$ cat src/bdi_pkg.sv
// Boot DMA descriptor initialisation: shared constants and types.
// Assumes a 40 MHz core clock and a 32-bit classic Wishbone register bus.
package bdi_pkg;
    // ------------------------------------------------------------
    // Register byte offsets
    // ------------------------------------------------------------
    localparam logic [7:0] OFS_CTRL   = 8'h00;
    localparam logic [7:0] OFS_STATUS = 8'h04;
    localparam logic [7:0] OFS_MASK   = 8'h08;
    localparam logic [7:0] OFS_DMAREG = 8'h0c;
    localparam logic [7:0] OFS_PROG   = 8'h10;
    localparam logic [7:0] OFS_TCB    = 8'h20;
    localparam logic [7:0] OFS_OTHER  = 8'h40;

    // ------------------------------------------------------------
    // Transfer control word field positions
    // ------------------------------------------------------------
    localparam int CP_LSB  = 0;
    localparam int CT_LSB  = 19;
    localparam int CE_BIT  = 23;
    localparam int RQ_BIT  = 24;
    localparam int IR_BIT  = 25;
    localparam int WS_LSB  = 26;
    localparam int TA_BIT  = 28;
    localparam int UR_BIT  = 29;
    localparam int SK_LSB  = 30;

    localparam logic [1:0] SK_NONE   = 2'h0;
    localparam logic [1:0] SK_INTMEM = 2'h1;
    localparam logic [1:0] SK_BOOTMM = 2'h2;
    localparam logic [1:0] WS_WORD   = 2'h1;
    localparam logic [1:0] WS_QUAD   = 2'h3;

    localparam logic [15:0] WORD_COUNT = 16'h0100;
    localparam logic [15:0] STEP_FOUR  = 16'h0004;
    localparam logic [15:0] STEP_ONE   = 16'h0001;
    localparam logic [31:0] ZERO_WORD  = 32'h00000000;
    localparam logic [31:0] JUMP_ADDR  = 32'h00000000;
    localparam logic [3:0]  CHAIN_TGT  = 4'h0;
    localparam logic [18:0] CHAIN_PTR  = 19'h00000;

    // Number of channel blocks that are not used for booting
    localparam int N_OTHER = 4;

    // Status bits
    localparam int ST_DONE = 0;
    localparam int ST_DREG = 1;

    typedef enum logic [1:0] {BOOT_MEMORY, BOOT_LINK, BOOT_DMAREG} bdi_mode_t;
    typedef enum {S_IDLE, S_REQ, S_WAIT, S_WRITE, S_DONE} bdi_state_t;
endpackage

$ cat src/bdi_boot.sv
// Boot DMA engine: sets boot descriptors at reset, moves 256 words inward.
// Assumes external byte memory, link receiver and host share the core clock
// domain except the select strap and link valid, which are synchronised.
//
// The Wishbone slave port and the address map are this design's own decisions.
`timescale 1ns/10ps
`default_nettype none
// How it works
// - Memory boot loads source and destination blocks
// - Fetch 8-bit bytes into internal memory
// - Source kind: boot memory; destination: internal
// - Request external data; queue writes inward
// - Start index zero, count 256, y zero
// - Step four for listed blocks
// - Memory destination step one; word size
// - Urgency, irq set; chaining fields zero
// - Done: interrupt core, jump to zero
// - Link boot: quad destination, gating set
// - Register boot: quad destination, gating set
// - Register boot waits for first write
// - Register boot destination starts at zero
// - Select low means memory boot; high waits
// - Unused channels get source kind cleared
module bdi_boot (
    input  wire logic        CLK,
    input  wire logic        RST_B,
    input  wire logic        BOOT_MEM_SEL_B,
    output logic             BOOT_MEM_CS_B,
    output logic [31:0]      BOOT_MEM_ADDR,
    output logic             BOOT_MEM_RD,
    input  wire logic [7:0]  BOOT_MEM_DATA,
    input  wire logic        BOOT_MEM_VALID,
    input  wire logic        LINK_VALID,
    input  wire logic [31:0] LINK_DATA,
    output logic             IMEM_WE,
    output logic [31:0]      IMEM_ADDR,
    output logic [31:0]      IMEM_WDATA,
    output logic             CORE_IRQ,
    output logic             CORE_JUMP,
    output logic [31:0]      CORE_JUMP_ADDR,
    output logic             IRQ,
    input  wire logic        WB_CYC_I,
    input  wire logic        WB_STB_I,
    input  wire logic        WB_WE_I,
    input  wire logic [7:0]  WB_ADR_I,
    input  wire logic [3:0]  WB_SEL_I,
    input  wire logic [31:0] WB_DAT_I,
    output logic [31:0]      WB_DAT_O,
    output logic             WB_ACK_O
);
    // ------------------------------------------------------------
    // Synchronisers
    // ------------------------------------------------------------
    logic [1:0] sel_sync_r;
    logic [1:0] link_sync_r;
    logic       strap_taken_r;
    logic       mem_boot_r;
    logic [1:0] settle_r;

    // Two flops per pin; only the second stage is read
    always_ff @(posedge CLK or negedge RST_B) begin
        if (!RST_B) begin
            sel_sync_r  <= 2'h3;
            link_sync_r <= 2'h0;
        end else begin
            sel_sync_r  <= {sel_sync_r[0], BOOT_MEM_SEL_B};
            link_sync_r <= {link_sync_r[0], LINK_VALID};
        end
    end

    // Strap is caught once, after the reset value has left both sync stages
    always_ff @(posedge CLK or negedge RST_B) begin
        if (!RST_B) begin
            strap_taken_r <= 1'b0;
            mem_boot_r    <= 1'b0;
            settle_r      <= 2'h0;
        end else begin
            if (settle_r != 2'h3) settle_r <= settle_r + 2'h1;
            if (!strap_taken_r && settle_r == 2'h2) begin
                strap_taken_r <= 1'b1;
                mem_boot_r    <= ~sel_sync_r[1];
            end
        end
    end

    // ------------------------------------------------------------
    // Descriptor state
    // ------------------------------------------------------------
    bdi_pkg::bdi_state_t state_r;
    bdi_pkg::bdi_mode_t  mode_r;
    logic [31:0] src_idx_r;
    logic [15:0] dst_cnt_r;
    logic [31:0] dst_idx_r;
    logic [1:0]  byte_r;
    logic [31:0] asm_r;
    logic [31:0] ctrl_r;
    logic [1:0]  status_r;
    logic [1:0]  mask_r;
    logic        jump_r;
    logic [31:0] dreg_r;

    wire [15:0] dst_step = (mode_r == bdi_pkg::BOOT_MEMORY) ? bdi_pkg::STEP_ONE
                                                            : bdi_pkg::STEP_FOUR;
    wire [1:0]  dst_ws   = (mode_r == bdi_pkg::BOOT_MEMORY) ? bdi_pkg::WS_WORD
                                                            : bdi_pkg::WS_QUAD;
    wire        dst_rq   = (mode_r != bdi_pkg::BOOT_MEMORY);

    // Control word assembly shared by both blocks
    function automatic logic [31:0] mk_ctrl(input logic [1:0] sk, input logic [1:0] ws,
                                            input logic rq);
        logic [31:0] w;
        w = bdi_pkg::ZERO_WORD;
        w[bdi_pkg::SK_LSB +: 2] = sk;
        w[bdi_pkg::UR_BIT]      = 1'b1;
        w[bdi_pkg::TA_BIT]      = 1'b0;
        w[bdi_pkg::WS_LSB +: 2] = ws;
        w[bdi_pkg::IR_BIT]      = 1'b1;
        w[bdi_pkg::RQ_BIT]      = rq;
        w[bdi_pkg::CE_BIT]      = 1'b0;
        w[bdi_pkg::CT_LSB +: 4] = bdi_pkg::CHAIN_TGT;
        w[bdi_pkg::CP_LSB +: 19] = bdi_pkg::CHAIN_PTR;
        return w;
    endfunction

    wire [31:0] src_word = mk_ctrl(mem_boot_r ? bdi_pkg::SK_BOOTMM : bdi_pkg::SK_NONE,
                                   bdi_pkg::WS_WORD, 1'b0);
    wire [31:0] dst_word = mk_ctrl(bdi_pkg::SK_INTMEM, dst_ws, dst_rq);

    // ------------------------------------------------------------
    // Bus decode
    // ------------------------------------------------------------
    wire        bus_req  = WB_CYC_I && WB_STB_I && !WB_ACK_O;
    wire        wr_ctrl  = bus_req && WB_WE_I && WB_ADR_I == bdi_pkg::OFS_CTRL;
    wire        wr_mask  = bus_req && WB_WE_I && WB_ADR_I == bdi_pkg::OFS_MASK;
    wire        wr_dreg  = bus_req && WB_WE_I && WB_ADR_I == bdi_pkg::OFS_DMAREG
                           && WB_SEL_I == 4'hf;
    wire        rd_stat  = bus_req && !WB_WE_I && WB_ADR_I == bdi_pkg::OFS_STATUS;
    wire [4:0]  tcb_sel  = WB_ADR_I[6:2];
    logic [31:0] rd_mux;

    // Descriptor table readback; source block words 0..3, destination 4..7
    always_comb begin
        rd_mux = bdi_pkg::ZERO_WORD;
        if (WB_ADR_I == bdi_pkg::OFS_CTRL) rd_mux = ctrl_r;
        else if (WB_ADR_I == bdi_pkg::OFS_STATUS) rd_mux = {30'h0, status_r};
        else if (WB_ADR_I == bdi_pkg::OFS_MASK) rd_mux = {30'h0, mask_r};
        else if (WB_ADR_I == bdi_pkg::OFS_DMAREG) rd_mux = dreg_r;
        else if (WB_ADR_I == bdi_pkg::OFS_PROG) rd_mux = {16'h0, dst_cnt_r};
        else if (WB_ADR_I == bdi_pkg::OFS_TCB) rd_mux = bdi_pkg::ZERO_WORD;
        else if (WB_ADR_I == bdi_pkg::OFS_TCB + 8'h04)
            rd_mux = {bdi_pkg::WORD_COUNT, bdi_pkg::STEP_FOUR};
        else if (WB_ADR_I == bdi_pkg::OFS_TCB + 8'h08) rd_mux = bdi_pkg::ZERO_WORD;
        else if (WB_ADR_I == bdi_pkg::OFS_TCB + 8'h0c) rd_mux = src_word;
        else if (WB_ADR_I == bdi_pkg::OFS_TCB + 8'h10) rd_mux = dst_idx_r;
        // Loaded count is shown; live progress stands at the progress word
        else if (WB_ADR_I == bdi_pkg::OFS_TCB + 8'h14)
            rd_mux = {bdi_pkg::WORD_COUNT, dst_step};
        else if (WB_ADR_I == bdi_pkg::OFS_TCB + 8'h18) rd_mux = bdi_pkg::ZERO_WORD;
        else if (WB_ADR_I == bdi_pkg::OFS_TCB + 8'h1c) rd_mux = dst_word;
        else if (WB_ADR_I >= bdi_pkg::OFS_OTHER && tcb_sel < 5'h14)
            rd_mux = bdi_pkg::ZERO_WORD;
    end

    // One-wait-state slave; unmapped reads return zero, writes ignored
    always_ff @(posedge CLK or negedge RST_B) begin
        if (!RST_B) begin
            WB_ACK_O <= 1'b0;
            WB_DAT_O <= 32'h0;
        end else begin
            WB_ACK_O <= bus_req;
            WB_DAT_O <= rd_mux;
        end
    end

    // ------------------------------------------------------------
    // Transfer engine
    // ------------------------------------------------------------
    wire link_take = link_sync_r[1] && state_r == bdi_pkg::S_WAIT
                     && mode_r == bdi_pkg::BOOT_LINK;
    wire dreg_take = wr_dreg && state_r == bdi_pkg::S_WAIT
                     && mode_r == bdi_pkg::BOOT_DMAREG;
    wire mem_take  = BOOT_MEM_VALID && state_r == bdi_pkg::S_WAIT
                     && mode_r == bdi_pkg::BOOT_MEMORY;
    wire last_byte = byte_r == 2'h3;
    wire done_evt  = state_r == bdi_pkg::S_WRITE && dst_cnt_r == 16'h0001;

    always_ff @(posedge CLK or negedge RST_B) begin
        if (!RST_B) begin
            state_r   <= bdi_pkg::S_IDLE;
            mode_r    <= bdi_pkg::BOOT_DMAREG;
            src_idx_r <= 32'h0;
            dst_idx_r <= 32'h0;
            dst_cnt_r <= 16'h0100;
            byte_r    <= 2'h0;
            asm_r     <= 32'h0;
            jump_r    <= 1'b0;
            dreg_r    <= 32'h0;
        end else begin
            jump_r <= 1'b0;
            case (state_r)
                bdi_pkg::S_IDLE: begin
                    src_idx_r <= bdi_pkg::ZERO_WORD;
                    dst_idx_r <= bdi_pkg::ZERO_WORD;
                    dst_cnt_r <= bdi_pkg::WORD_COUNT;
                    if (strap_taken_r) begin
                        // Host boot picks link mode if link data shows up first
                        mode_r  <= mem_boot_r ? bdi_pkg::BOOT_MEMORY : bdi_pkg::BOOT_DMAREG;
                        state_r <= mem_boot_r ? bdi_pkg::S_REQ : bdi_pkg::S_WAIT;
                    end
                end
                bdi_pkg::S_REQ: begin
                    state_r <= bdi_pkg::S_WAIT;
                end
                bdi_pkg::S_WAIT: begin
                    if (mode_r == bdi_pkg::BOOT_DMAREG && link_sync_r[1]
                        && dst_cnt_r == bdi_pkg::WORD_COUNT)
                        mode_r <= bdi_pkg::BOOT_LINK;
                    if (mem_take) begin
                        // Least significant byte arrives first
                        asm_r     <= {BOOT_MEM_DATA, asm_r[31:8]};
                        byte_r    <= byte_r + 2'h1;
                        src_idx_r <= src_idx_r + 32'h1;
                        state_r   <= last_byte ? bdi_pkg::S_WRITE : bdi_pkg::S_REQ;
                    end else if (link_take) begin
                        asm_r   <= LINK_DATA;
                        state_r <= bdi_pkg::S_WRITE;
                    end else if (dreg_take) begin
                        asm_r   <= WB_DAT_I;
                        dreg_r  <= WB_DAT_I;
                        state_r <= bdi_pkg::S_WRITE;
                    end
                end
                bdi_pkg::S_WRITE: begin
                    dst_idx_r <= dst_idx_r + {16'h0, dst_step};
                    dst_cnt_r <= dst_cnt_r - 16'h1;
                    if (done_evt) begin
                        jump_r  <= 1'b1;
                        state_r <= bdi_pkg::S_DONE;
                    end else begin
                        state_r <= mode_r == bdi_pkg::BOOT_MEMORY ? bdi_pkg::S_REQ
                                                                   : bdi_pkg::S_WAIT;
                    end
                end
                default: state_r <= bdi_pkg::S_DONE;
            endcase
        end
    end

    // Inbound queue write: address from destination block
    assign IMEM_WE    = state_r == bdi_pkg::S_WRITE;
    assign IMEM_ADDR  = dst_idx_r;
    assign IMEM_WDATA = asm_r;
    assign BOOT_MEM_RD   = state_r == bdi_pkg::S_REQ;
    assign BOOT_MEM_CS_B = !(mode_r == bdi_pkg::BOOT_MEMORY &&
                             (state_r == bdi_pkg::S_REQ || state_r == bdi_pkg::S_WAIT));
    assign BOOT_MEM_ADDR = src_idx_r;
    assign CORE_JUMP      = jump_r;
    assign CORE_JUMP_ADDR = bdi_pkg::JUMP_ADDR;
    assign CORE_IRQ       = state_r == bdi_pkg::S_DONE;

    // ------------------------------------------------------------
    // Interrupt status and mask
    // ------------------------------------------------------------
    always_ff @(posedge CLK or negedge RST_B) begin
        if (!RST_B) begin
            status_r <= 2'h0;
            mask_r   <= 2'h0;
            ctrl_r   <= 32'h0;
        end else begin
            // Set wins over the clearing read
            status_r <= (rd_stat ? 2'h0 : status_r) | {dreg_take, jump_r};
            if (wr_mask) mask_r <= WB_DAT_I[1:0];
            if (wr_ctrl) ctrl_r <= WB_DAT_I;
        end
    end

    assign IRQ = |(status_r & mask_r);
endmodule
`default_nettype wire

$ cat config.mk
export PLATFORM = sky130hd
export DESIGN_NAME = bdi_boot
export DESIGN_NICKNAME = d
export VERILOG_FILES = /design/src/bdi_pkg.sv /design/src/bdi_boot.sv
export SDC_FILE = /design/constraint.sdc
export NUM_CORES = 1
export LEC_CHECK = 0
export BUFFER_PORTS_ARGS = -buffer_cell sky130_fd_sc_hd__buf_2
export CORE_UTILIZATION = 50
export DETAILED_ROUTE_END_ITERATION = 10
export HOLD_SLACK_MARGIN = 0.1
export PLACE_DENSITY = 0.75
export SKIP_LAST_GASP = 1
export SLEW_MARGIN = 25
export SYNTH_ARGS = -nofsm -noshare
export SYNTH_HDL_FRONTEND = slang
export SYNTH_SLANG_ARGS = --single-unit
$ cat constraint.sdc
create_clock -name CLK -period 4 [get_ports CLK]
set_input_delay 0.2 -clock CLK [delete_from_list [all_inputs] [get_ports CLK]]
set_output_delay 0.2 -clock CLK [all_outputs]
set_load 0.02 [all_outputs]
; ---- Yosys cells after proc, flatten, opt, wreduce, memory -nomap -nowiden
; Index checks and enable logic that the tools add are counted.
; W data, S select, Z words.
[word_totals]
input_bits = 92
output_inout_bits = 167
elab_cells = 138
regBits = 258
[op_classes]
add_sub_neg = 5
n_reduce_logical = 39
n_mux = 39
eq_ne = 31
bitwise = 5
[ops]
columns = operator, n
row1 = $mux W32, 18
row2 = $pmux W32 S2, 2
row3 = $pmux W32 S4, 1
row4 = $eq A32 B2 Y1 const B, 3
row5 = $mux W31, 3
row6 = $eq A32 B3 Y1 const B, 2
row7 = $eq A8 B6 Y1 const B, 8
row8 = $add A32 B1 Y32 const B, 1
row9 = $add A32 B3 Y32, 1
row10 = $eq A32 B1 Y1 const B, 1
row11 = $eq A32 B4 Y1 const B, 1
row12 = $logic_not A32 Y1, 1
row13 = $pmux W16 S2, 1
row14 = $logic_and A1 B1 Y1, 20
row15 = $mux W2, 9
row16 = $eq A16 B1 Y1 const B, 1
row17 = $eq A16 B9 Y1 const B, 1
row18 = $eq A8 B4 Y1 const B, 2
row19 = $sub A16 B1 Y16 const B, 1
row20 = $eq A8 B3 Y1 const B, 1
row21 = $eq A8 B5 Y1 const B, 1
row22 = $logic_not A8 Y1, 1
row23 = $ne A2 B2 Y1 const B, 4
row24 = $reduce_and A2 Y1, 4
row25 = other kinds (19), 31

; ---- Logic depth before layout (Yosys ltp)
; Gate-level depths: netlist (run 1).
[logic_depth]
word_depth = 15
depth_mapped = 9
ltp_nobuf = 8

; ---- Worst setup path after synthesis (run 1)
; OpenSTA, ideal clock, no wires.
[synth_timing]
path_kind = reg2reg
startpoint = reg mode_r[0]
endpoint = reg dst_idx_r[25] (netlist: IMEM_ADDR[25])
path_slack_ns = 1.747
t_arrival_ns = 2.116
setup_ns = 0.137
n_path_buf = 2
stages_incl_launch_ff = 9
period_less_slack_ns = 2.253
t_required_ns = 3.863
cell_sequence = dfrtp_1 -> or2_2 -> clkbuf_1 -> ha_1 -> a31o_2 -> nor3b_1 -> clkbuf_1 -> nand4_1 -> mux2i_1
[synth_via]
elab_chain_cells = 4
[synth_rtl]
columns = element, line_no
row1 = start: declaration, bdi_boot.sv:90  ; bdi_pkg::bdi_mode_t mode_r;
row2 = start signal: assignment, bdi_boot.sv:190  ; mode_r <= bdi_pkg::BOOT_DMAREG;
row3 = start signal: assignment, bdi_boot.sv:207  ; mode_r <= mem_boot_r ? bdi_pkg::BOOT_MEMORY : bdi_pkg::BOOT_DMAREG;
row4 = start signal: assignment, bdi_boot.sv:217  ; mode_r <= bdi_pkg::BOOT_LINK;
row5 = $logic_not A2 Y1, bdi_boot.sv:102  ; wire [15:0] dst_step = (mode_r == bdi_pkg::BOOT_MEMORY) ? bdi_pkg::STEP_ONE
row6 = $mux W3, bdi_boot.sv:102
row7 = $add A32 B3 Y32, bdi_boot.sv:234  ; dst_idx_r <= dst_idx_r + {16'h0, dst_step};
row8 = $pmux W32 S2, bdi_boot.sv:200  ; case (state_r)
row9 = end signal: assignment, bdi_boot.sv:203  ; dst_idx_r <= bdi_pkg::ZERO_WORD;
row10 = end signal: assignment, bdi_boot.sv:234
row11 = end: declaration, bdi_boot.sv:93  ; logic [31:0] dst_idx_r;
; Every way passes these cells.
; A chain may end at the register's enable or synchronous reset.

; ---- Final worst setup path (run 1)
[layout_timing]
startpoint = reg state_r[2]
endpoint = reg dreg_r[28]
[layout_via]
elab_chain_cells = 5
elab_cells_between_ends = 11
classes_between = eq/ne: 2 / bitwise: 2 / reduce/logical: 7
[layout_rtl]
columns = element, line_no
row1 = start: declaration, bdi_boot.sv:89  ; bdi_pkg::bdi_state_t state_r;
row2 = start signal: assignment, bdi_boot.sv:189  ; state_r <= bdi_pkg::S_IDLE;
row3 = start signal: assignment, bdi_boot.sv:208  ; state_r <= mem_boot_r ? bdi_pkg::S_REQ : bdi_pkg::S_WAIT;
row4 = start signal: assignment, bdi_boot.sv:212  ; state_r <= bdi_pkg::S_WAIT;
row5 = $eq A32 B3 Y1, "bdi_boot.sv:178, bdi_boot.sv:180, bdi_boot.sv:182"
row6 = $logic_and A1 B1 Y1 (on tied branches), "bdi_boot.sv:182, bdi_boot.sv:178"
row7 = $logic_and A1 B1 Y1 (on tied branches), "bdi_boot.sv:183, bdi_boot.sv:179"
row8 = $not A1 Y1 (no source line), -
row9 = $reduce_and A4 Y1 (no source line) *, -
row10 = end signal: assignment, bdi_boot.sv:197  ; dreg_r <= 32'h0;
row11 = end signal: assignment, bdi_boot.sv:229  ; dreg_r <= WB_DAT_I;
row12 = end: declaration, bdi_boot.sv:100  ; logic [31:0] dreg_r;
; Every way passes the cells marked *; elsewhere a longest branch is shown, timed or not.

==> impl.org, run 1 <==
** Power and ir drop
- For this design the ratio of total power to cell area is 523 nW/µm².
- NetSw :: about 2.6 mW
- Across the VDD grid, the largest voltage drop is around 380 µV.
- Power share of the sequential group :: 39.7%
- The clock network accounts for between 30% and 40% of the total power.
- Cell-internal power :: approximately 4.8 mW
- Summed over all cells, the static leakage comes to between 6 and 7 nW.
- Per report_power, the combinational group accounts for 27.4% of the total.
- The design draws roughly 7.4 mW.
- Switching Share :: 35.2%

** Critical path
- Nature of the critical path endpoint :: register
- Data arrives at the worst endpoint at 3.40 ns.
- The worst setup path is launched from a register.
- Kind of critical path :: register to register
- Of all nets on the critical path, the largest fanout is 21.
- WP data required :: roughly 4.4 ns

** Worst hold path
- The min-delay analysis places its worst path in the category input pin to register.

** Floorplan
- Pin placement for this block handled approximately 260 I/O pins.
- Die height :: roughly 150 µm
- Initial cell density of the core :: between 50% and 60%
- Area of the core region :: 22700 µm²
- Cell row count :: 55
- The die covers 23900 µm².
- Horizontal die dimension :: 155 µm

** Timing
- Post-route fraction of the period consumed by the critical path :: 74.7%
- Setup Total Neg Slack :: 0 ns
- For the pin with the worst max-slew slack, the measured transition is 0.868 ns.
- The final number of max-transition violations is 0.
- Minimum clock period after layout :: 2.99 ns
- Final hold violation count :: 0
- Headroom to the max-slew limit :: between 40 and 50%
- On the final layout, the worst hold slack is about 0.12 ns.
- Final setup slack of the worst path :: between 1 and 1.5 ns
- Final number of setup-violating endpoints :: 0
- RSZ-0062 raised after global routing :: false
- Upper clock frequency limit :: between 0.3 and 0.4 GHz
- Final worst clock skew :: ~0.012 ns

** Yosys
- Counting flops and latches in the post-synthesis netlist gives around 230.
- Share of synthesized registers carrying an async set or reset :: 100%
- After synthesis, the mean cell area works out to just over 10 µm².
- Area share of the largest cell type after synthesis :: between 40% and 50%
- Counting distinct cell types in the post-synthesis netlist gives 64.
- After technology mapping, the gate count stands at between 1k and 1.5k.
- Yosys Warn Count :: 0
- Post-synthesis sequential area ratio :: 49.3%
- Sorting the synthesized cells by area gives the leading types as sky130_fd_sc_hd__dfrtp_1 48%, sky130_fd_sc_hd__mux2_2 9.2%, sky130_fd_sc_hd__mux2i_1 3.4%.
- sky130_fd_sc_hd__dfrtp_1 takes more of the synthesized area than any other cell.
- Yosys mapped a number of flops with a built-in enable equal to 0.
- Flip-flop cell with the highest count after synthesis :: sky130_fd_sc_hd__dfrtp_1
- Most common cell in the synthesized netlist :: sky130_fd_sc_hd__dfrtp_1
- Post-Synthesis Cell Area :: 11600 µm²
- Ranked by instance count, the synthesized netlist is headed by 225 x sky130_fd_sc_hd__dfrtp_1, 95 x sky130_fd_sc_hd__mux2_2, 93 x sky130_fd_sc_hd__nand2_1.

** Clocking
- Clock Pin Slew Worst Setup and Hold Paths :: about 0.060 ns
- In this run the number of H-tree levels came out at 1.
- Clock tree synthesis selected as its root buffer the cell sky130_fd_sc_hd__clkbuf_16.
- The clock passes through at most 3 buffers.
- For this design, the sink count on the clock tree is approximately 230.
- TritonCTS created 25 clock buffers.
- TritonCTS built the clock tree.
- After clock tree synthesis, the repair step resized 0 gates.
- Clock latency at the later pin of the worst-skew pair :: ~0.53 ns

** Place
- Before CTS, the worst setup slack after placement is roughly 1.0 ns.
- Post-placement cell area :: 12900 µm²
- Global placement routability congestion :: between 0.8 and 0.9
- Half-perimeter wire length of the detailed placement result :: 22700 µm
- During placement, the flow inserted port buffers numbering 226.
- In this run, placement finished with an instance count of approximately 1.6k.

** Drt
- Vias after detailed routing :: about 10k
- The detailed router finished its first iteration with 879 violations.
- Wire length per cell :: between 15 and 20 µm
- Post-route ant nets :: 0
- Number of design rule violations left after detail routing :: 0
- Number of optimization iterations in the first detailed-route pass :: 6
- Final wirelength :: roughly 33000 µm
- Via count normalized by instance count :: ~6.0

** Global route
- The first global-routing pass estimated 51500 µm of wire.
- Global router's overall resource usage :: 27.6%
- Antenna violations before repair :: 0
- Via count of the first global-routing pass :: approximately 9.4k
- Sum of overflow across all layers after global routing :: 0
- Maximum number of pins on one net before global-route repair :: 131

** Layout
- Final core occ :: between 60% and 70%
- The area growth from synthesis to layout is 21.8%.
- In the final design database the tool counted around 1.5k nets.
- Fin cells :: 1674
- Ant. Diodes :: 0
- Once layout is done, the placed cells without fillers occupy 14200 µm².
- Fillcell total :: around 1.8k
- The post-route netlist has about 29% of its cells at a drive strength greater than 1.

** Status
- Run status :: completed

** Job
- Count of maximum capacitance violations :: 0
[registers in the layout, indices dropped and copies added, names as in the netlist, 3 cells and up]
name / cells
BOOT_MEM_ADDR: 32
IMEM_ADDR: 32
IMEM_WDATA: 32
WB_DAT_O: 32
ctrl_r: 32
dreg_r: 32
dst_cnt_r: 16
state_r: 3
[critical path: stages, from the launching register on]
cell,delay (ns)
sky130_fd_sc_hd__dfrtp_1,0.51
sky130_fd_sc_hd__or3b_2,0.53
sky130_fd_sc_hd__nor4_1,0.59
sky130_fd_sc_hd__nand2_1,0.52
sky130_fd_sc_hd__buf_4,0.40
sky130_fd_sc_hd__mux2_2,0.31
[worst paths after layout]
path	cells after the start	to	startpoint	slack [ns]
setup / recovery	5	dreg_r[28]	state_r[2]	1.01
hold / removal	4	IMEM_WDATA[30]	BOOT_MEM_DATA[6]	0.12
setup reg to reg	5	dreg_r[28]	state_r[2]	1.01
hold reg to reg	0	link_sync_r[1]	link_sync_r[0]	0.35
max in group asynchronous	4	dst_cnt_r[8]	RST_B	2.74
min in group asynchronous	2	BOOT_MEM_ADDR[23]	RST_B	0.13
[cell usage in the layout, fill, tap and decap left out, types with 11 or more instances in the layout]
cell and count:
sky130_fd_sc_hd__nand2_1 93, sky130_fd_sc_hd__nor2_1 23, sky130_fd_sc_hd__dlygate4sd3_1 42, sky130_fd_sc_hd__nand3_1 30
sky130_fd_sc_hd__o21ai_0 70, sky130_fd_sc_hd__nor3_1 42, sky130_fd_sc_hd__a21oi_1 42, sky130_fd_sc_hd__mux2_2 95
sky130_fd_sc_hd__nand4_1 28, sky130_fd_sc_hd__buf_4 19, sky130_fd_sc_hd__clkbuf_16 25, sky130_fd_sc_hd__conb_1 32
sky130_fd_sc_hd__a221oi_1 14, sky130_fd_sc_hd__nor4_1 11, sky130_fd_sc_hd__or4_1 22, sky130_fd_sc_hd__a31oi_1 37
sky130_fd_sc_hd__buf_2 225, sky130_fd_sc_hd__o31ai_1 18, sky130_fd_sc_hd__inv_1 57, sky130_fd_sc_hd__or3_1 38
sky130_fd_sc_hd__mux2i_1 40, sky130_fd_sc_hd__dfrtp_1 225
[power groups by stage]
stage	logic (mW)	clock network, mW	registers, mW
6_report	2.03	2.44	2.94
5_1_grt	2.20	2.57	2.98
4_1_cts	2.01	2.47	2.93
3_5_place_dp	1.96	0	2.96
3_3_place_gp	1.92	0	2.96
2_1_floorplan	1.17	0	3.09
[routing by layer]
layer,track usage [%],part of all wire (%),vias up
li1,-,-,4585
met1,38.7,43,4864
met2,42.3,45,463
met3,5.60,8.7,72
met4,10.2,3.2,0
met5,0,0,-
[what timing repair did]
item / in CTS / in global routing
hold endpoints to repair: 201 / 0
buffers inserted: 0 / 0
hold buffers: 42 / 0
[cell type report]
cell class,count,area [µm²],share of cell area [%]
timing repair buffer,289,1750,12.4
sequential,229,5740,40.5
clock inverter,13,175,1.24
tap,285,357,2.52
clock buffer,33,696,4.91
multi-input combinational,767,5240,37.0
inverter,58,218,1.54
[cell families (layout without fill, tap and decap cells)]
kind of cell / Yosys count / in the layout / share of synthesized area, %
AO/OA/AOI/OAI: 236 / 236 / 13.1
adder cells (fa/ha/maj): 9 / 9 / 0.968
buffers and inverters: 174 / 393 / 6.81
flip-flops: 229 / 229 / 49.3
XOR/XNOR: 8 / 8 / 0.602
other: 1 / 32 / 0.0322
multiplexers: 141 / 141 / 13.2
AND/OR/NAND/NOR: 341 / 341 / 16.0
No activity file was read; power rests on OpenSTA's default activity.
==> run 2, diff against run 1 <==
--- a/config.mk
+++ b/config.mk
@@ -5,11 +5,12 @@
 export SDC_FILE = /design/constraint.sdc
 export NUM_CORES = 1
 export LEC_CHECK = 0
+export ABC_AREA = 1
 export BUFFER_PORTS_ARGS = -buffer_cell sky130_fd_sc_hd__buf_2
 export CORE_UTILIZATION = 50
 export DETAILED_ROUTE_END_ITERATION = 10
 export HOLD_SLACK_MARGIN = 0.1
-export PLACE_DENSITY = 0.75
+export PLACE_DENSITY = 0.74
 export SKIP_LAST_GASP = 1
 export SLEW_MARGIN = 25
 export SYNTH_ARGS = -nofsm -noshare
==> constraint.sdc (replaced) <==
create_clock -name CLK -period 2.85 [get_ports CLK]
set_input_delay 0.1425 -clock CLK [delete_from_list [all_inputs] [get_ports CLK]]
set_output_delay 0.1425 -clock CLK [all_outputs]
set_load 0.02 [all_outputs]
==> impl.org, run 2 <==
** Clocking
- Clock Root Buffer :: sky130_fd_sc_hd__clkbuf_16
- The clock buffer count from CTS came to 25 (unchanged).
- The count of instances resized after the clock tree is built was 0 (unchanged).
- TritonCTS built the clock tree.
- Post-CTS repair timing setup buffer count :: 0 (unchanged)
- Clock Pin Slew Worst Setup and Hold Paths :: 0.06 ns (about the same)
- Clock Tree Buf Depth :: 3 (unchanged)
- Clock latency at the later pin of the worst-skew pair :: 0.52 ns (about the same)
- Number of hold buffers added after CTS :: 86 (+100%)
- CTS H-tree depth :: 1 (unchanged)
- Num Clock Sinks :: 229 (unchanged)

** Worst hold path
- Type of the tightest min-delay check :: input pin to register

** Layout
- Fillcell total :: 2151 (+17%)
- The net count reported at finish came to 2114 (+44%).
- Layout-stage area growth over the synthesis result :: 24.5%
- The proportion of layout cells with a drive suffix above 1 came to 17.1% (-12 points).
- Highest-count cells in the layout ignoring fill and taps :: 604 x sky130_fd_sc_hd__nand2_1, 225 x sky130_fd_sc_hd__dfrtp_1, 225 x sky130_fd_sc_hd__buf_2
- The library cell used most frequently in the layout, excluding fill and tap cells, is sky130_fd_sc_hd__nand2_1.
- The non-filler instance count after layout was 2356 (+41%).

** Global route
- Via count of the first global-routing pass :: 11.9k (+27%)
- Maximum number of pins on one net before global-route repair :: 67 (-49%)
- Sum of overflow across all layers after global routing :: 0 (unchanged)
- The initial antenna violation count is 1 (+1).
- Global router's overall resource usage :: 30.7% (+3.2 points)
- Global-route wire length before repair :: 63000 µm (+22%)

** Drt
- Final wirelength :: 39600 µm (+20%)
- The number of vias in the routed layout came to 12.6k (+27%).
- Wire length per cell :: 16.8 µm (-15%)
- Number of design-rule violations left by the first detailed-router iteration :: 1358 (+54%)
- The remaining design rule violation count is 0 (unchanged).
- Via count normalized by instance count :: 5.37 (-10%)
- The number of optimization iterations in the first detailed-route pass came to 6 (unchanged).
- The number of nets with antenna violations after routing was 0 (unchanged).

** Yosys
- Yosys Warn Count :: 0 (unchanged)
- Cell type contributing the most total cell area after synthesis :: sky130_fd_sc_hd__dfrtp_1
- Post-synthesis sequential area ratio :: 45.9% (-3.4 points)
- Count of mapped cells out of synthesis :: 1713 (+50%)
- The most common cell in the synthesized netlist is sky130_fd_sc_hd__nand2_1.
- Area share of the largest cell type after synthesis :: 45.1% (-3.3 points)
- Share of synthesized registers carrying an async set or reset :: 100% (unchanged)
- Number of enable-type register cells in the synthesized netlist :: 0 (unchanged)
- Cell variety after synth :: 46 (-28%)
- Mean post-synth cell area :: 7.29 µm² (-29%)
- Flip-flop cell with the highest count after synthesis :: sky130_fd_sc_hd__dfrtp_1
- The flip-flop and latch count after synthesis was 229 (unchanged).
- Ranked by total cell area, the synthesized netlist is headed by sky130_fd_sc_hd__dfrtp_1 45%, sky130_fd_sc_hd__nand2_1 18%, sky130_fd_sc_hd__nand3_1 7.5%.
- Post-Synthesis Cell Area :: 12500 µm² (+7.4%)
- Counting instances in the post-synthesis netlist gives the leading cell types as 604 x sky130_fd_sc_hd__nand2_1, 225 x sky130_fd_sc_hd__dfrtp_1, 186 x sky130_fd_sc_hd__nand3_1.

** Floorplan
- The die footprint was 25600 µm² (+7.3%).
- Die height :: 160 µm (+3.6%)
- The die span in x came to 160 µm (+3.6%).
- The core area was 24400 µm² (+7.4%).
- The initial standard-cell utilization of the core was 51.2% (about the same).
- The top-level I/O count came to 259 (unchanged).
- Cell row count :: 57 (+3.6%)

** Place
- The count of buffers inserted at the top-level ports is 226 (unchanged).
- Cell count after placement :: 2224 (+40%)
- Global placement routability congestion :: 0.934 (+8.3%)
- Half-perimeter wire length of the detailed placement result :: 27600 µm (+21%)

** Critical path
- Critical path startpoint category :: register
- The setup path with the least slack is of type register to register.
- STA classifies the critical path endpoint as a register.
- Data arrival time of the critical path :: 3.13 ns (-0.27 ns)
- The data required time of the worst path was 3.26 ns (-1.15 ns).
- Worst-path fanout max :: 66 (+210%)

** Timing
- Upper clock frequency limit :: 0.367 GHz (+9.6%)
- The count of endpoints failing hold in the final timing report came to 0 (unchanged).
- Setup Total Neg Slack :: 0 ns (unchanged)
- RSZ-0062 raised after global routing :: false
- The transition time at the pin with the least slew margin was 0.710 ns (-0.158 ns).
- Final worst clock skew :: 0.0101 ns (-0.00224 ns)
- Final number of setup-violating endpoints :: 0 (unchanged)
- The worst max-slew margin expressed relative to the limit is 52.7% (+11 points).
- The final number of max-transition violations is 0 (unchanged).
- The final critical-path required period is 2.73 ns (-0.263 ns).
- The share of the clock period used by the worst path came to 95.7% (+21 points).

** Job
- Count of maximum capacitance violations :: 0 (unchanged)

** Power and ir drop
- Total chip power :: 11.1 mW (+50%)
- The largest voltage drop on the vdd net came to 515 µV (+34%).
- Power density cells :: 715 nW/µm² (+37%)
- Leakage :: 7.93 nW (+14%)

** Status
- The run finished with clean final reports.
==> run 2: cell count changes after synthesis, sizes merged, moves of 39 or more <==
cell / delta
inv: +105
nand2: +515
nor2: +134
nand3: +159
mux2: -101
mux2i: -39
o21ai: +66
clkbuf: -42
==> run 2: kinds of logic (layout without fill, tap and decap cells) <==
logic type,Yosys count,after routing,synth area share [%]
buffers and inverters,252,539,9.29
muxes,1,1,0.0801
and+or+nand+nor,1043,1043,35.7
adders and majority gates,9,9,0.902
DFF,229,229,45.9
other,1,33,0.0300
xor gates and xnor gates,9,9,0.631
AOI/OAI and AO/OA,169,169,7.46
==> run 2: critical path, cell delays in order, from the launching register on <==
cell	delay (ns)
sky130_fd_sc_hd__dfstp_2	0.55
sky130_fd_sc_hd__inv_1	0.05
sky130_fd_sc_hd__nand2_1	0.24
sky130_fd_sc_hd__nor2_1	0.10
sky130_fd_sc_hd__nand2_2	0.11
sky130_fd_sc_hd__buf_4	0.49
sky130_fd_sc_hd__nand3_1	0.21
sky130_fd_sc_hd__nand3_1	0.14
sky130_fd_sc_hd__dlygate4sd3_1	0.61
sky130_fd_sc_hd__nand2_1	0.07
==> run 2: layout make-up <==
class                           count  area (µm²)  area share, %
Clock inverter                     11         185           1.19
Antenna cell                        1        2.50         0.0161
Inverter                          162         611           3.93
Multi-Input combinational cell   1263        5710           36.7
Clock buffer                       34         719           4.63
Tap cell                          324         405           2.61
Timing Repair Buffer              332        2180           14.0
Sequential cell                   229        5740           36.9
==> run 2: worst paths after layout <==
kind / start / end / slack (ns) / cells past startpoint
setup reg to reg: mode_r[1] / IMEM_WDATA[31] / 0.12 / 9
hold reg to reg: sel_sync_r[0] / sel_sync_r[1] / 0.36 / 0
min in group asynchronous: RST_B / IMEM_ADDR[25] / 0.16 / 2
setup / recovery: mode_r[1] / IMEM_WDATA[31] / 0.12 / 9
hold / removal: WB_ADR_I[7] / WB_DAT_O[26] / 0.13 / 4
max in group asynchronous: RST_B / sel_sync_r[0] / 1.79 / 3
==> run 2: stage by stage <==
| step | setup WS [ns] | hold slack, ns | instance area, µm² | utilization [%] |
|---|---|---|---|---|
| final | 0.124 | 0.127 | 15500 | 63.7 |
| after global routing | 0.0322 | 0.122 | 15500 | 63.7 |
| after detailed placement | 0.632 | 0.109 | 13800 | 56.5 |
| after floorplan | 0.861 | -0.153 | 12600 | - |
| after CTS | 0.325 | 0.114 | 15500 | 63.7 |
| after global placement | 0.682 | 0.110 | 13800 | 56.5 |
==> run 2: metal layers <==
layer | routed length [µm] | track usage (%)
met5 | 0 | 0
met4 | 926 | 8.18
met3 | 3510 | 5.27
met2 | 18600 | 50.4
met1 | 16500 | 42.1
==> run 2: report_power, final <==
| group | internal (mW) | switching (mW) | leakage [nW] |
|---|---|---|---|
| clock | 2.21 | 1.34 | 0.441 |
| sequential | 3.66 | 0.421 | 3.09 |
| combinational | 1.09 | 2.39 | 4.40 |
| total | 6.96 | 4.16 | 7.93 |
==> run 3, diff against run 2 <==
--- a/config.mk
+++ b/config.mk
@@ -11,6 +11,7 @@
 export DETAILED_ROUTE_END_ITERATION = 10
 export HOLD_SLACK_MARGIN = 0.1
 export PLACE_DENSITY = 0.74
+export REMOVE_ABC_BUFFERS = 1
 export SKIP_LAST_GASP = 1
 export SLEW_MARGIN = 25
 export SYNTH_ARGS = -nofsm -noshare
==> impl.org, run 3 (synthesized netlist as in run 2, its figures left out) <==
** Drt
- The remaining design rule violation count came to 0 (unchanged).
- Number of optimization iterations in the first detailed-route pass :: 7 (+1)
- Vias after detailed routing :: 12.7k (+0.32%)
- Final wirelength :: 40000 µm (+1.2%)
- Wire length per cell :: 16.9 µm (+0.86%)
- The DRC violation total after the first TritonRoute iteration came to 1125 (-17%).
- The number of nets with antenna violations after routing was 0 (unchanged).
- The via density per instance came to 5.36 (about the same).

** Critical path
- Slowest cell on the critical path :: sky130_fd_sc_hd__dlygate4sd3_1
- The data arrival time of the critical path came to 3.06 ns (-0.07 ns).
- The worst setup path is of the register to register kind.
- The buffering stage count on the worst path with inverters included was 3 (unchanged).
- Nature of the critical path endpoint :: register
- Worst-path fanout max :: 66 (unchanged)
- Traced cell by cell, the critical path runs through inv_1, nand2_1, nor2_1, nand2_2, buf_4, nand3_1, nand3_1, dlygate4sd3_1, nand2_1.
- Longest individual stage delay on the worst path :: 0.58 ns (-0.03 ns)
- The worst setup path is launched from a register.
- Broken down by cell family, the worst path's largest delay share belongs to buffers and inverters.
- The data required time of the worst path came to 3.26 ns (about the same).

** Floorplan
- Full die area :: 25600 µm² (unchanged)
- The die span in x is 160 µm (unchanged).
- The vertical die dimension is 160 µm (unchanged).
- Boundary Pins :: 259 (unchanged)
- The initial standard-cell utilization of the core was 51.2% (unchanged).
- The cell row count came to 57 (unchanged).
- Area of the core region :: 24400 µm² (unchanged)

** Power and ir drop
- The part of the power in the clock network is 31.6% (-0.4 points).
- The power density normalized to cell area is 709 nW/µm² (-0.86%).
- The switching power is 4.16 mW (+0.22%).
- The sequential share of power is 36.9% (+0.2 points).
- The total power draw is 11.0 mW (-0.64%).
- Cell-internal power :: 6.88 mW (-1.1%)
- Peak supply drop :: 459 µV (-11%)
- Switching Share :: 37.7% (+0.32 points)
- The total leakage power is 7.97 nW (+0.45%).
- The share of power burned in combinational logic was 31.5% (+0.2 points).

** Clocking
- The tree is rooted in a sky130_fd_sc_hd__clkbuf_16.
- The latest clock arrival within the worst-skew pair is 0.53 ns (about the same).
- Num Clock Sinks :: 229 (unchanged)
- CTS H-tree depth :: 1 (unchanged)
- Clock Tree Buf Depth :: 3 (unchanged)
- TritonCTS clock tree :: built
- The clock buffer count from CTS came to 26 (+4.0%).
- The clock transition time at the flip-flop clock pins of the worst setup and hold paths is 0.06 ns (about the same).
- Post-CTS repair timing setup buffer count :: 0 (unchanged)

** Job
- Count of maximum capacitance violations :: 0 (unchanged)

** Timing
- The share of the clock period used by the worst path came to 93.0% (-2.7 points).
- Headroom to the max-slew limit :: 46.1% (-6.6 points)
- The count of endpoints failing hold in the final timing report came to 0 (unchanged).
- Final number of setup-violating endpoints :: 0 (unchanged)
- The transition time at the pin with the least slew margin came to 0.809 ns (+0.0988 ns).
- Final worst clock skew :: 0.0103 ns (+0.000169 ns)
- The final number of max-transition violations is 0 (unchanged).
- The final critical-path required period is 2.65 ns (-0.0760 ns).
- Setup repair after global routing left no endpoint under its margin.
- Setup Total Neg Slack :: 0 ns (unchanged)
- Upper clock frequency limit :: 0.377 GHz (+2.9%)

** Layout
- Fillcell total :: 2123 (-1.3%)
- Fraction of final layout cells with drive strength greater than 1 :: 17.4% (+0.33 points)
- The net count reported at finish was 2119 (+0.24%).
- The library cells used most frequently in the layout, excluding fill and tap cells, are 604 x sky130_fd_sc_hd__nand2_1, 225 x sky130_fd_sc_hd__dfrtp_1, 225 x sky130_fd_sc_hd__buf_2.
- The library cell used most frequently in the layout, excluding fill and tap cells, is sky130_fd_sc_hd__nand2_1.
- From synthesis to final layout, the design area changed by 24.8%.

** Global route
- Sum of overflow across all layers after global routing :: 0 (unchanged)
- The maximum number of pins on one net before global-route repair came to 98 (+46%).
- Antenna violations before repair :: 4 (+3)
- Via count of the first global-routing pass :: 12.4k (+3.8%)
- Global-route wire length before repair :: 64400 µm (+2.3%)
- Global router's overall resource usage :: 31.4% (+0.71 points)

** Worst hold path
- Type of the tightest min-delay check :: input pin to register

** Status
- Run status :: completed

** Place
- Half-perimeter wire length of the detailed placement result :: 27600 µm (+0.11%)
- The placer congestion estimate is 0.905 (-3.1%).
- Number of port buffers :: 226 (unchanged)
-- run 3: cell count changes in the layout (fill, tap and decap cells not counted), sizes merged --
| cell | before | now |
|---|---|---|
| bufinv | 5 | 2 |
| clkinvlp | 2 | 1 |
| clkinv | 4 | 8 |
| buf | 246 | 249 |
| diode | 1 | 3 |
| dlygate4sd3 | 86 | 87 |
| clkbuf | 34 | 37 |
-- run 3: repair_timing --
item | in CTS | in global routing
endpoints found under the setup margin | 0 | 0
hold buffers | 87 | 0
resized for setup | 0 | 0
hold endpoints to repair | 197 | 0
-- run 3: final cells by class --
type / instances / area, µm² / share of cell area, %
diodes: 3 / 7.51 / 0.0482
clock buffers: 37 / 803 / 5.15
clock inverters: 11 / 111 / 0.715
inverters: 162 / 611 / 3.92
multi-input cells: 1263 / 5710 / 36.7
flip-flops and latches: 229 / 5740 / 36.8
well taps: 324 / 405 / 2.60
repair buffers: 336 / 2200 / 14.1
-- run 3: routing by layer --
| layer | vias to the layer above | global-route usage, % | wire (µm) |
|---|---|---|---|
| li1 | 6039 | - | - |
| met4 | 2 | 10.3 | 1290 |
| met1 | 5965 | 42.9 | 17100 |
| met3 | 104 | 5.27 | 3170 |
| met5 | - | 0 | 10 |
| met2 | 572 | 51.0 | 18500 |
-- run 3: worst paths after layout --
check / start / endpoint / slack, ns / cells after the start
worst max-delay path: mode_r[1] / IMEM_WDATA[30] / 0.20 / 9
worst min-delay path: BOOT_MEM_VALID / byte_r[1] / 0.13 / 7
worst max register to register: mode_r[1] / IMEM_WDATA[30] / 0.20 / 9
worst min register to register: link_sync_r[0] / link_sync_r[1] / 0.35 / 0
max in group asynchronous: RST_B / mask_r[0] / 1.66 / 3
min in group asynchronous: RST_B / IMEM_ADDR[21] / 0.24 / 2
-- run 3: metrics by stage --
step | util (%) | instance area, µm² | hold slack [ns] | worst slack, ns | cells
floorplan | - | 12100 | -0.153 | 0.283 | 1654
global placement | 56.5 | 13800 | 0.227 | 0.611 | 2227
detailed placement | 56.5 | 13800 | 0.251 | 0.581 | 2227
CTS | 63.9 | 15600 | 0.122 | 0.321 | 2362
global route | 63.9 | 15600 | 0.159 | 0.0850 | 2363
finish | 63.9 | 15600 | 0.132 | 0.200 | 2365
-- run 3: worst register-to-register path, stage by stage (launching register included) --
cell and delay [ns]:
sky130_fd_sc_hd__dfstp_2 0.55, sky130_fd_sc_hd__inv_1 0.06, sky130_fd_sc_hd__nand2_1 0.24, sky130_fd_sc_hd__nor2_1 0.09, sky130_fd_sc_hd__nand2_2 0.11, sky130_fd_sc_hd__buf_4 0.51
sky130_fd_sc_hd__nand3_1 0.23, sky130_fd_sc_hd__nand3_1 0.12, sky130_fd_sc_hd__dlygate4sd3_1 0.58, sky130_fd_sc_hd__nand2_1 0.06
-- run 3: power by group through the flow --
stage          registers [mW]  logic (mW)  clock network, mW
6_report                 4.08        3.47               3.49
5_1_grt                  4.11        3.79               3.68
4_1_cts                  4.06        3.41               3.54
3_5_place_dp             4.10        3.27                  0
3_3_place_gp             4.10        3.19                  0
2_1_floorplan            4.30        1.76                  0
